`config.mk`:
```
export PLATFORM = sky130hd
export DESIGN_NAME = mrx_sys_rx
export DESIGN_NICKNAME = d
export VERILOG_FILES = /design/src/pkg/mrx_pkg.sv /design/src/logic/mrx_sys_rx.sv /design/src/logic/mrx_rx_fifo.sv
export SDC_FILE = /design/constraint.sdc
export NUM_CORES = 2
export LEC_CHECK = 0
export ABC_AREA = 0
export BUFFER_PORTS_ARGS = -buffer_cell sky130_fd_sc_hd__clkbuf_2
export CORE_MARGIN = 4
export CORE_UTILIZATION = 54
export CTS_CLUSTER_SIZE = 20
export DETAILED_ROUTE_END_ITERATION = 12
export HOLD_SLACK_MARGIN = 0.12
export PLACE_DENSITY = 0.76
export SKIP_CTS_REPAIR_TIMING = 1
export SLEW_MARGIN = 20
export SYNTH_ARGS = -nofsm -noshare
export SYNTH_HDL_FRONTEND = slang
export SYNTH_SLANG_ARGS = --single-unit
export TNS_END_PERCENT = 50
```
`constraint.sdc`:
```
create_clock -name i_clk -period 5.9 [get_ports i_clk]
set_input_delay 1.18 -clock i_clk [delete_from_list [all_inputs] [get_ports i_clk]]
set_output_delay 1.18 -clock i_clk [all_outputs]
set_load 0.01 [all_outputs]
```
`src/pkg/mrx_pkg.sv`:
```
package mrx_pkg;

    // Frame geometry in bytes, then length/type field values
    localparam logic [15:0] MRX_MIN_FRAME_BYTES = 16'h0040;
    localparam logic [15:0] MRX_LT_HI_POS = 16'h000C;
    localparam logic [15:0] MRX_LT_LO_POS = 16'h000D;
    localparam logic [15:0] MRX_HDR_FCS_BYTES = 16'h0012;
    localparam logic [15:0] MRX_MIN_PAYLOAD = 16'h002E;
    localparam logic [15:0] MRX_LT_TYPE_LIMIT = 16'h0600;
    localparam logic [15:0] MRX_PAUSE_TYPE = 16'h8808;

    // Error-flag vector bit positions
    localparam int MRX_ERR_PAUSE = 0;
    localparam int MRX_ERR_LT = 1;
    localparam int MRX_ERR_LONG = 2;
    localparam int MRX_ERR_SHORT = 3;
    localparam int MRX_ERR_STOMP = 4;
    localparam int MRX_ERR_CRC = 5;
    localparam int MRX_ERR_FRAME = 6;
    localparam int MRX_ERR_UNUSED = 7;

    // Loopback call word layout
    localparam int MRX_CALL_VALID = 0;
    localparam int MRX_CALL_SOP = 1;
    localparam int MRX_CALL_EOP = 2;
    localparam int MRX_CALL_BC_LSB = 3;

    // Values after reset
    localparam logic [15:0] MRX_LEN_RESET = 16'h0000;
    localparam logic [39:0] MRX_STATS_RESET = 40'h0000000000;

    typedef struct packed {
        logic sop;
        logic eop;
        logic [7:0] bc;
        logic [7:0] errw;
    } mrx_meta_s;

    typedef enum logic [2:0] {
        MRX_ST_IDLE = 3'b001,
        MRX_ST_PASS = 3'b010,
        MRX_ST_DROP = 3'b100
    } mrx_wr_state_e;

endpackage

```
`src/logic/mrx_sys_rx.sv`:
```
`timescale 1ns/1ps
`default_nettype none
module mrx_sys_rx #(
    parameter int DW = 64,
    parameter int FIFO_DEPTH = 16
) (
    // Clock and reset
    input wire logic i_clk,
    input wire logic i_rstn,
    // Configuration
    input wire logic i_long_length_check_enable,
    input wire logic i_short_length_check_enable,
    input wire logic i_length_type_check_enable,
    input wire logic i_pause_rx_enable,
    input wire logic i_crc_check_enable,
    input wire logic [15:0] i_max_packet_length_cfg,
    input wire logic i_rx_local_loopback_enable,
    input wire logic i_tx_local_loopback_enable,
    input wire logic i_rx_hold,
    // Line-side receive beats
    input wire logic i_line_valid,
    input wire logic i_line_sop,
    input wire logic i_line_eop,
    input wire logic [7:0] i_line_bc,
    input wire logic [DW-1:0] i_line_data,
    input wire logic [DW-1:0] i_line_preamble,
    input wire logic i_line_frame_err,
    input wire logic i_line_crc_err,
    input wire logic i_line_stomp_err,
    // Receive loopback inputs
    input wire logic i_rx_loopback_clock_in,
    input wire logic [31:0] i_rx_loopback_call_in,
    input wire logic [DW-1:0] i_rx_loopback_control_in,
    input wire logic [DW-1:0] i_rx_loopback_data_in,
    // Transmit words for loopback
    input wire logic [31:0] i_tx_call,
    input wire logic [DW-1:0] i_tx_control,
    input wire logic [DW-1:0] i_tx_data,
    // System-side receive packet interface
    output logic o_rx_valid,
    output logic o_rx_start_of_packet,
    output logic o_rx_end_of_packet,
    output logic o_rx_error,
    output logic [7:0] o_rx_error_flags,
    output logic [7:0] o_rx_byte_count,
    output logic [DW-1:0] o_rx_preamble,
    output logic [DW-1:0] o_rx_data,
    output logic o_rx_fifo_overflow,
    output logic [39:0] o_rx_statistics_vector,
    // Transmit loopback outputs
    output logic o_tx_loopback_clock_out,
    output logic [31:0] o_tx_loopback_call_out,
    output logic [DW-1:0] o_tx_loopback_control_out,
    output logic [DW-1:0] o_tx_loopback_data_out
);
    import mrx_pkg::*;

    localparam int LANES = DW / 8;
    localparam int MW = $bits(mrx_meta_s);
    localparam int FW = 2 * DW + MW;
    localparam int CW = $clog2(FIFO_DEPTH + 1);

    // Loopback clock synchroniser and selected source
    logic lb_s1, lb_s2, lb_s3, lb_level, lb_rise, next_lb_level;
    logic src_valid, src_sop, src_eop, src_frame, src_crc, src_stomp;
    logic [7:0] src_bc;
    logic [DW-1:0] src_data, src_pre;

    // Write side
    mrx_wr_state_e state, next_state;
    logic [15:0] len, next_len, len_base, len_new, lt_val, next_lt, lt_cur, lt_exp;
    logic long_s, next_long, frame_s, next_frame, long_c, frame_c;
    logic [7:0] errw_c;
    logic [LANES-1:0] hit_hi, hit_lo;
    logic [7:0] lane_hi [LANES];
    logic [7:0] lane_lo [LANES];
    logic [7:0] byte_hi, byte_lo;
    logic room, full, wr_valid, wr_ready, ovf_pulse;
    logic [CW-1:0] count;
    mrx_meta_s wr_meta, rd_meta;
    logic [FW-1:0] rd_word;
    logic rd_valid, rd_ready;

    // Read side and loopback transmit
    logic next_valid, next_sop, next_eop, next_err;
    logic [7:0] next_flags, next_bc;
    logic [DW-1:0] next_pre, next_data;
    logic [15:0] rlen, next_rlen, rbeats, next_rbeats;
    logic [39:0] next_stats;
    logic next_tclk;
    logic [31:0] next_tcall;
    logic [DW-1:0] next_tctrl, next_tdata;

    always_comb
    begin
        lb_rise = lb_s2 && lb_s3 && !lb_level;
        next_lb_level = (lb_s2 == lb_s3) ? lb_s3 : lb_level;
        if (i_rx_local_loopback_enable)
        begin
            src_valid = lb_rise && i_rx_loopback_call_in[MRX_CALL_VALID];
            src_sop = i_rx_loopback_call_in[MRX_CALL_SOP];
            src_eop = i_rx_loopback_call_in[MRX_CALL_EOP];
            src_bc = i_rx_loopback_call_in[MRX_CALL_BC_LSB +: 8];
            src_data = i_rx_loopback_data_in;
            src_pre = '0;
            src_frame = |i_rx_loopback_control_in;
            src_crc = 1'b0;
            src_stomp = 1'b0;
        end
        else
        begin
            src_valid = i_line_valid;
            src_sop = i_line_sop;
            src_eop = i_line_eop;
            src_bc = i_line_bc;
            src_data = i_line_data;
            src_pre = i_line_preamble;
            src_frame = i_line_frame_err;
            src_crc = i_line_crc_err;
            src_stomp = i_line_stomp_err;
        end
    end

    assign len_base = src_sop ? MRX_LEN_RESET : len;

    // Per-lane capture of the length/type bytes
    for (genvar j = 0; j < LANES; j++)
    begin : g_lane
        logic [15:0] pos;
        assign pos = len_base + 16'(j);
        assign hit_hi[j] = (8'(j) < src_bc) && (pos == MRX_LT_HI_POS);
        assign hit_lo[j] = (8'(j) < src_bc) && (pos == MRX_LT_LO_POS);
        assign lane_hi[j] = hit_hi[j] ? src_data[8*j +: 8] : 8'h00;
        assign lane_lo[j] = hit_lo[j] ? src_data[8*j +: 8] : 8'h00;
    end

    always_comb
    begin
        byte_hi = 8'h00;
        byte_lo = 8'h00;
        for (int k = 0; k < LANES; k++)
        begin
            byte_hi = byte_hi | lane_hi[k];
            byte_lo = byte_lo | lane_lo[k];
        end
    end

    // Error vector of the beat on the source
    always_comb
    begin
        len_new = len_base + {8'h00, src_bc};
        lt_cur[15:8] = (|hit_hi) ? byte_hi : lt_val[15:8];
        lt_cur[7:0] = (|hit_lo) ? byte_lo : lt_val[7:0];
        // Short payloads are padded, so compare against the padded size
        lt_exp = ((lt_cur < MRX_MIN_PAYLOAD) ? MRX_MIN_PAYLOAD : lt_cur) + MRX_HDR_FCS_BYTES;
        long_c = i_long_length_check_enable && ((long_s && !src_sop) || (len_new > i_max_packet_length_cfg));
        frame_c = (frame_s && !src_sop) || src_frame;
        errw_c = 8'h00;
        errw_c[MRX_ERR_PAUSE] = src_eop && i_pause_rx_enable && (lt_cur == MRX_PAUSE_TYPE);
        errw_c[MRX_ERR_LT] = src_eop && i_length_type_check_enable && (lt_cur < MRX_LT_TYPE_LIMIT)
            && (len_new != lt_exp);
        errw_c[MRX_ERR_LONG] = long_c;
        errw_c[MRX_ERR_SHORT] = src_eop && i_short_length_check_enable && (len_new < MRX_MIN_FRAME_BYTES);
        errw_c[MRX_ERR_STOMP] = src_eop && i_crc_check_enable && src_stomp;
        errw_c[MRX_ERR_CRC] = src_eop && i_crc_check_enable && src_crc;
        errw_c[MRX_ERR_FRAME] = frame_c;
    end

    // Write state machine; one slot stays free for a closing beat
    always_comb
    begin
        room = count < CW'(FIFO_DEPTH - 1);
        full = !wr_ready;
        next_state = state;
        next_len = len;
        next_long = long_s;
        next_frame = frame_s;
        next_lt = lt_val;
        wr_valid = 1'b0;
        wr_meta = '{sop: src_sop, eop: src_eop, bc: src_bc, errw: errw_c};
        ovf_pulse = 1'b0;
        if (src_valid)
        begin
            next_len = len_new;
            next_long = long_c;
            next_frame = frame_c;
            next_lt = lt_cur;
            case (state)
                MRX_ST_IDLE:
                begin
                    if (src_sop && !room)
                    begin
                        ovf_pulse = 1'b1;
                        next_state = src_eop ? MRX_ST_IDLE : MRX_ST_DROP;
                    end
                    else if (src_sop)
                    begin
                        wr_valid = 1'b1;
                        next_state = src_eop ? MRX_ST_IDLE : MRX_ST_PASS;
                    end
                end
                MRX_ST_PASS:
                begin
                    if (room || (src_eop && !full))
                    begin
                        wr_valid = 1'b1;
                        next_state = src_eop ? MRX_ST_IDLE : MRX_ST_PASS;
                    end
                    else
                    begin
                        ovf_pulse = 1'b1;
                        wr_valid = !full;
                        wr_meta.eop = 1'b1;
                        wr_meta.errw[MRX_ERR_FRAME] = 1'b1;
                        next_state = src_eop ? MRX_ST_IDLE : MRX_ST_DROP;
                    end
                end
                MRX_ST_DROP:
                begin
                    next_state = src_eop ? MRX_ST_IDLE : MRX_ST_DROP;
                end
                default:
                begin
                    next_state = MRX_ST_IDLE;
                end
            endcase
        end
    end

    mrx_rx_fifo #(
        .WIDTH(FW),
        .DEPTH(FIFO_DEPTH)
    ) u_fifo (
        .i_clk(i_clk),
        .i_rstn(i_rstn),
        .i_wr_valid(wr_valid),
        .i_wr_data({src_pre, src_data, wr_meta}),
        .o_wr_ready(wr_ready),
        .o_count(count),
        .i_rd_ready(rd_ready),
        .o_rd_valid(rd_valid),
        .o_rd_data(rd_word)
    );

    // Read side: stall under hold lets the FIFO really fill
    always_comb
    begin
        rd_ready = !i_rx_hold;
        rd_meta = rd_word[MW-1:0];
        next_valid = rd_valid && rd_ready;
        next_sop = next_valid && rd_meta.sop;
        next_eop = next_valid && rd_meta.eop;
        next_flags = next_valid ? rd_meta.errw : 8'h00;
        next_flags[MRX_ERR_UNUSED] = 1'b0;
        next_err = |next_flags;
        next_bc = next_valid ? rd_meta.bc : o_rx_byte_count;
        next_data = next_valid ? rd_word[MW +: DW] : o_rx_data;
        next_pre = next_valid ? rd_word[MW + DW +: DW] : o_rx_preamble;
        next_rlen = rlen;
        next_rbeats = rbeats;
        next_stats = o_rx_statistics_vector;
        if (next_valid)
        begin
            next_rlen = (rd_meta.sop ? MRX_LEN_RESET : rlen) + {8'h00, rd_meta.bc};
            next_rbeats = (rd_meta.sop ? MRX_LEN_RESET : rbeats) + 16'h0001;
            if (rd_meta.eop)
            begin
                next_stats = {next_rbeats, next_flags, next_rlen};
            end
        end
    end

    // Transmit loopback, clock is i_clk halved
    always_comb
    begin
        next_tclk = i_tx_local_loopback_enable && !o_tx_loopback_clock_out;
        next_tcall = o_tx_loopback_call_out;
        next_tctrl = o_tx_loopback_control_out;
        next_tdata = o_tx_loopback_data_out;
        if (!i_tx_local_loopback_enable)
        begin
            next_tcall = '0;
            next_tctrl = '0;
            next_tdata = '0;
        end
        else if (next_tclk)
        begin
            next_tcall = i_tx_call;
            next_tctrl = i_tx_control;
            next_tdata = i_tx_data;
        end
    end

    always_ff @(posedge i_clk or negedge i_rstn)
    begin
        if (!i_rstn)
        begin
            {lb_s1, lb_s2, lb_s3, lb_level} <= 4'h0;
            state <= MRX_ST_IDLE;
            len <= MRX_LEN_RESET;
            lt_val <= MRX_LEN_RESET;
            long_s <= 1'b0;
            frame_s <= 1'b0;
            rlen <= MRX_LEN_RESET;
            rbeats <= MRX_LEN_RESET;
            o_rx_valid <= 1'b0;
            o_rx_start_of_packet <= 1'b0;
            o_rx_end_of_packet <= 1'b0;
            o_rx_error <= 1'b0;
            o_rx_error_flags <= 8'h00;
            o_rx_byte_count <= 8'h00;
            o_rx_preamble <= '0;
            o_rx_data <= '0;
            o_rx_fifo_overflow <= 1'b0;
            o_rx_statistics_vector <= MRX_STATS_RESET;
            o_tx_loopback_clock_out <= 1'b0;
            o_tx_loopback_call_out <= '0;
            o_tx_loopback_control_out <= '0;
            o_tx_loopback_data_out <= '0;
        end
        else
        begin
            lb_s1 <= i_rx_loopback_clock_in;
            lb_s2 <= lb_s1;
            lb_s3 <= lb_s2;
            lb_level <= next_lb_level;
            state <= next_state;
            len <= next_len;
            lt_val <= next_lt;
            long_s <= next_long;
            frame_s <= next_frame;
            rlen <= next_rlen;
            rbeats <= next_rbeats;
            o_rx_valid <= next_valid;
            o_rx_start_of_packet <= next_sop;
            o_rx_end_of_packet <= next_eop;
            o_rx_error <= next_err;
            o_rx_error_flags <= next_flags;
            o_rx_byte_count <= next_bc;
            o_rx_preamble <= next_pre;
            o_rx_data <= next_data;
            o_rx_fifo_overflow <= ovf_pulse;
            o_rx_statistics_vector <= next_stats;
            o_tx_loopback_clock_out <= next_tclk;
            o_tx_loopback_call_out <= next_tcall;
            o_tx_loopback_control_out <= next_tctrl;
            o_tx_loopback_data_out <= next_tdata;
        end
    end

    logic long_seen;
    always_ff @(posedge i_clk or negedge i_rstn)
    begin
        if (!i_rstn)
            long_seen <= 1'b0;
        else if (o_rx_valid)
            long_seen <= o_rx_error_flags[MRX_ERR_LONG] && !o_rx_end_of_packet;
    end
endmodule
`default_nettype wire

```
`src/logic/mrx_rx_fifo.sv`:
```
`timescale 1ns/1ps
`default_nettype none
module mrx_rx_fifo #(
    parameter int WIDTH = 64,
    parameter int DEPTH = 16,
    parameter int CW = $clog2(DEPTH + 1)
) (
    // Clock and reset
    input wire logic i_clk,
    input wire logic i_rstn,
    // Fill side
    input wire logic i_wr_valid,
    input wire logic [WIDTH-1:0] i_wr_data,
    output logic o_wr_ready,
    output logic [CW-1:0] o_count,
    // Drain side
    input wire logic i_rd_ready,
    output logic o_rd_valid,
    output logic [WIDTH-1:0] o_rd_data
);
    localparam int AW = (DEPTH > 1) ? $clog2(DEPTH) : 1;

    logic [WIDTH-1:0] mem [DEPTH];
    logic [AW-1:0] wptr;
    logic [AW-1:0] rptr;
    logic [CW-1:0] count;
    logic [AW-1:0] next_wptr;
    logic [AW-1:0] next_rptr;
    logic [CW-1:0] next_count;
    logic wr_fire;
    logic rd_fire;

    always_comb
    begin
        wr_fire = i_wr_valid && (count != CW'(DEPTH));
        rd_fire = i_rd_ready && (count != '0);
        next_wptr = wptr;
        next_rptr = rptr;
        if (wr_fire)
        begin
            next_wptr = (wptr == AW'(DEPTH - 1)) ? '0 : wptr + 1'b1;
        end
        if (rd_fire)
        begin
            next_rptr = (rptr == AW'(DEPTH - 1)) ? '0 : rptr + 1'b1;
        end
        next_count = count + CW'(wr_fire) - CW'(rd_fire);
    end

    always_ff @(posedge i_clk or negedge i_rstn)
    begin
        if (!i_rstn)
        begin
            wptr <= '0;
            rptr <= '0;
            count <= '0;
        end
        else
        begin
            wptr <= next_wptr;
            rptr <= next_rptr;
            count <= next_count;
        end
    end

    // Storage has no reset; contents are qualified by the count
    always_ff @(posedge i_clk)
    begin
        if (wr_fire)
        begin
            mem[wptr] <= i_wr_data;
        end
    end

    assign o_wr_ready = (count != CW'(DEPTH));
    assign o_count = count;
    assign o_rd_valid = (count != '0);
    assign o_rd_data = mem[rptr];
endmodule
`default_nettype wire

```
==> flow_metrics.py <==
metrics = {
    "power": {
        "power.share.combinational_pct": 28.6,
        "power-per-cell-area_nw_per_um2": 427,
        "clockPowerShare_pct": 31.0,
        "switching_power_mw": 17.0,
        "static-leakage-power_nw": 48.2,
        "netSwitchingFraction_pct": 29.8,
        "worst_ir_drop_vdd_mv": 0.425,
        "p_int_mw": 40.1,
        "sequentialPowerShare_pct": 40.4,
    },
    "hold_path": {
        "min_to": "lb_s2",
        "timing.hold.worst_path_depth": 0,
        "timing.hold.worst.class": "flop to flop",
        "min-delay-start": "lb_s1",
    },
    "synthesis": {
        "yosys.area.top_type_share_pct": 62.0,
        "post_synthesis_cell_type_count": 105,
        "synth-seq-area-share_pct": 71.7,
        "postSynthRegisterBits": 2754,
        "cell_count_after_synthesis": 6075,
        "yosysMostFrequentCell": "edfxtp_1",
        "synth.cell_area_sq_um": 112000,
        "ys_top_cells_by_area": "edfxtp_1 (62%), mux4_2 (15%), dfrtp_1 (9.6%), nand2_1 (2.1%), mux2i_1 (1.7%)",
        "synth_top_cells_by_count": "edfxtp_1 (2,320), mux4_2 (725), nand2_1 (640), dfrtp_1 (433), nor2b_1 (254)",
        "synth_edf_count": 2320,
        "warnings_from_yosys": 0,
        "ys.flop_type": "edfxtp_1",
        "yosysTopAreaCell": "edfxtp_1",
        "syn-mean-instance-area_sq_um": 18.5,
        "async_reset_ff_share_pct": 15.8,
    },
    "timing": {
        "worst_slew_pin_slew_ns": 1.15,
        "setup_violations": 0,
        "timing.final.crit_period_ns": 5.85,
        "timing_max_transition_violations_final": 0,
        "clock-skew-final_ns": 0.0624,
        "rsz_0062_raised_after_global_routing": "yes",
        "report.final.hold_viol_count": 0,
        "max-slew-margin-rel_pct": 23.2,
        "hold-worst-slack_ns": 0.303,
        "timing.fmax_mhz": 171,
        "final.setup.tns_ns": 0,
        "fin_crit_sh_pct": 99.2,
    },
    "routing": {
        "route.vias.total": 65600,
        "ant_nets": 0,
        "detail_route.drc_violations": 0,
        "routed_wirelength_microns": 341000,
        "drtPass1Iterations": 6,
        "first_iter_violations": 8399,
        "drt-vias-per-instance": 6.29,
        "drt_wl_cell_microns": 32.7,
    },
    "setup_path": {
        "setup.worst_path.start_class": "primary input",
        "capturing_element_type_of_the_critical_path": "flop",
        "critical_register_to_register_path_startpoint": "len[9]",
        "path_class": "primary input to flop",
        "crit_fanout": 8,
        "worstPathArrival_ns": 6.46,
        "crit-reg2reg-capture": "u_fifo.mem[10][1]",
        "cp.required_ns": 6.51,
        "r2r_slack_ns": 0.07,
        "reg2reg_depth": 22,
    },
    "clock_network": {
        "clock_tree.root_cell": "clkbuf_16",
        "cts_max_level": 5,
        "cts_made_buffers": 293,
        "cts_tree": "yes",
        "cts_buffer_depth": 4,
        "cts.sinks": 2754,
        "clk_latency_ns": 0.95,
        "clkTransAtPathRegs_ns": 0.06,
    },
    "die": {
        "die_area_sq_um": 215000,
        "io_pins": 839,
        "core_region_area_sq_um": 207000,
        "chipWidth_microns": 464,
        "starting_utilization_of_the_core_area_pct": 54.2,
        "floorplan.die.height_microns": 464,
        "row_count": 167,
    },
    "global_routing": {
        "grt.overflow.total": 0,
        "number_of_antenna_violations_at_the_first_check_in_global_routing": 23,
        "grt_max_degree": 123,
        "vias_in_the_first_global_route": 67300,
        "grt.total_usage_pct": 31.5,
        "grt_pass1_wl_microns": 488000,
    },
    "cells_and_area": {
        "final_core_util_pct": 64.7,
        "stdcell_count": 10400,
        "final_layout_size_suffix_gt1_share_pct": 35.7,
        "nFillCells": 13900,
        "area.growth.synth_to_final_pct": 19.3,
        "finalNetCount": 7958,
    },
    "run": {
        "cap_viol_max_count": 0,
    },
    "placement": {
        "numPlacedInstances": 9875,
        "place_hpwl_microns": 209000,
        "place.gp.congestion": 1.03,
        "io_buffers": 815,
    },
    "run_status": {
        "status": "complete, no violations",
    },
}
[power groups by stage]
| stage | clock network (mW) | logic, mW | registers, mW |
|---|---|---|---|
| 2_1_floorplan | 0 | 10.1 | 23.4 |
| 3_3_place_gp | 0 | 15.7 | 23.4 |
| 3_5_place_dp | 0 | 15.9 | 23.4 |
| 4_1_cts | 18.0 | 16.1 | 23.1 |
| 5_1_grt | 18.9 | 17.4 | 23.2 |
| 6_report | 17.7 | 16.3 | 23.1 |
[sequential cells by signal, summed over array words and instances (netlist names), 5 cells and up]
register,flops
rlen,16
o_rx_data,64
lt_val,16
o_rx_statistics_vector,39
o_tx_loopback_data_out,64
o_tx_loopback_call_out,32
o_rx_byte_count,8
len,16
u_fifo.mem,2320
o_tx_loopback_control_out,64
u_fifo.o_count,5
o_rx_preamble,64
o_rx_error_flags,7
rbeats,16
[worst max path at each step]
stage | startpoint | endpoint | slack [ns] | cells after the start
finish | i_rx_local_loopback_enable | u_fifo.mem[10][1] | 0.05 | 28
global route | i_rx_local_loopback_enable | u_fifo.mem[6][1] | -0.13 | 28
CTS | i_rx_local_loopback_enable | u_fifo.mem[10][1] | -0.20 | 24
detailed placement | i_rx_local_loopback_enable | u_fifo.mem[8][1] | -1.12 | 24
global placement | i_rx_local_loopback_enable | u_fifo.mem[4][1] | -1.09 | 24
floorplan | i_rx_local_loopback_enable | u_fifo.mem[0][1] | -0.99 | 29
[cell usage in the layout, fill, tap and decap left out, drive strengths merged, types with 54 or more instances in the layout]
cell / n
edfxtp: 2320
nor4: 54
dfrtp: 433
o21ai: 98
xnor2: 56
buf: 577
mux2: 73
a21oi: 61
nand4: 59
nand3: 62
clkinv: 81
mux2i: 193
clkbuf: 1199
nor2b: 254
mux4: 725
inv: 91
nor2: 97
nand2: 640
[cells by family (layout without fill, tap and decap cells)]
group                    after synthesis  count (layout)  share of synthesized area [%]
multiplexers                         991             991                           17.0
other                                  1              17                        0.00334
flip-flops                          2754            2754                           71.7
buffers and inverters                431            1979                           1.52
AO/OA/AOI/OAI                        373             374                           2.38
AND/OR/NAND/NOR                     1388            1388                           6.13
adder cells (fa/ha/maj)               55              55                          0.633
XOR/XNOR                              82              82                          0.639
[critical path: stages]
cell	delay [ns]
buf_8	0.08
mux2i_4	0.32
inv_2	0.11
nor2_4	0.20
ha_4	0.20
buf_4	0.13
a21oi_4	0.05
or4_1	0.41
nand4b_1	0.17
o41ai_2	0.10
buf_4	0.16
and3_4	0.16
buf_4	0.16
a222oi_1	0.39
o2111ai_2	0.25
mux2_4	0.33
a31oi_4	0.18
o2111ai_4	0.15
nand2_2	0.14
ha_4	0.16
inv_4	0.05
xnor2_2	0.13
xnor2_1	0.13
nor4_1	0.31
nand4b_1	0.21
nor4_4	0.32
buf_4	0.16
a31oi_4	0.14
[routing by layer]
metal,wire length (microns),GRT usage [%]
met5,11,0
met4,14300,12.1
met3,32900,6.83
met2,166000,51.0
met1,128000,42.5
[cell type report]
type / count / area (sq um) / share of cell area (%)
multi-input combinational: 2892 / 30800 / 23.0
inverter: 84 / 325 / 0.243
clock buffer: 387 / 7910 / 5.90
timing repair buffer: 1389 / 9720 / 7.26
antenna: 15 / 37.5 / 0.0280
clock inverter: 119 / 1180 / 0.879
sequential: 2754 / 80500 / 60.1
tap: 2788 / 3490 / 2.60
[per-stage QoR]
step | instance area (sq um) | setup slack [ns] | total power [mW]
3_3_place_gp | 124000 | -1.09 | 39.1
6_report | 134000 | 0.0474 | 57.1
3_5_place_dp | 124000 | -1.12 | 39.4
2_1_floorplan | 113000 | -0.994 | 33.4
5_1_grt | 134000 | -0.127 | 59.4
4_1_cts | 133000 | -0.197 | 57.2
Note: power is estimated with default switching activity, not from simulation.
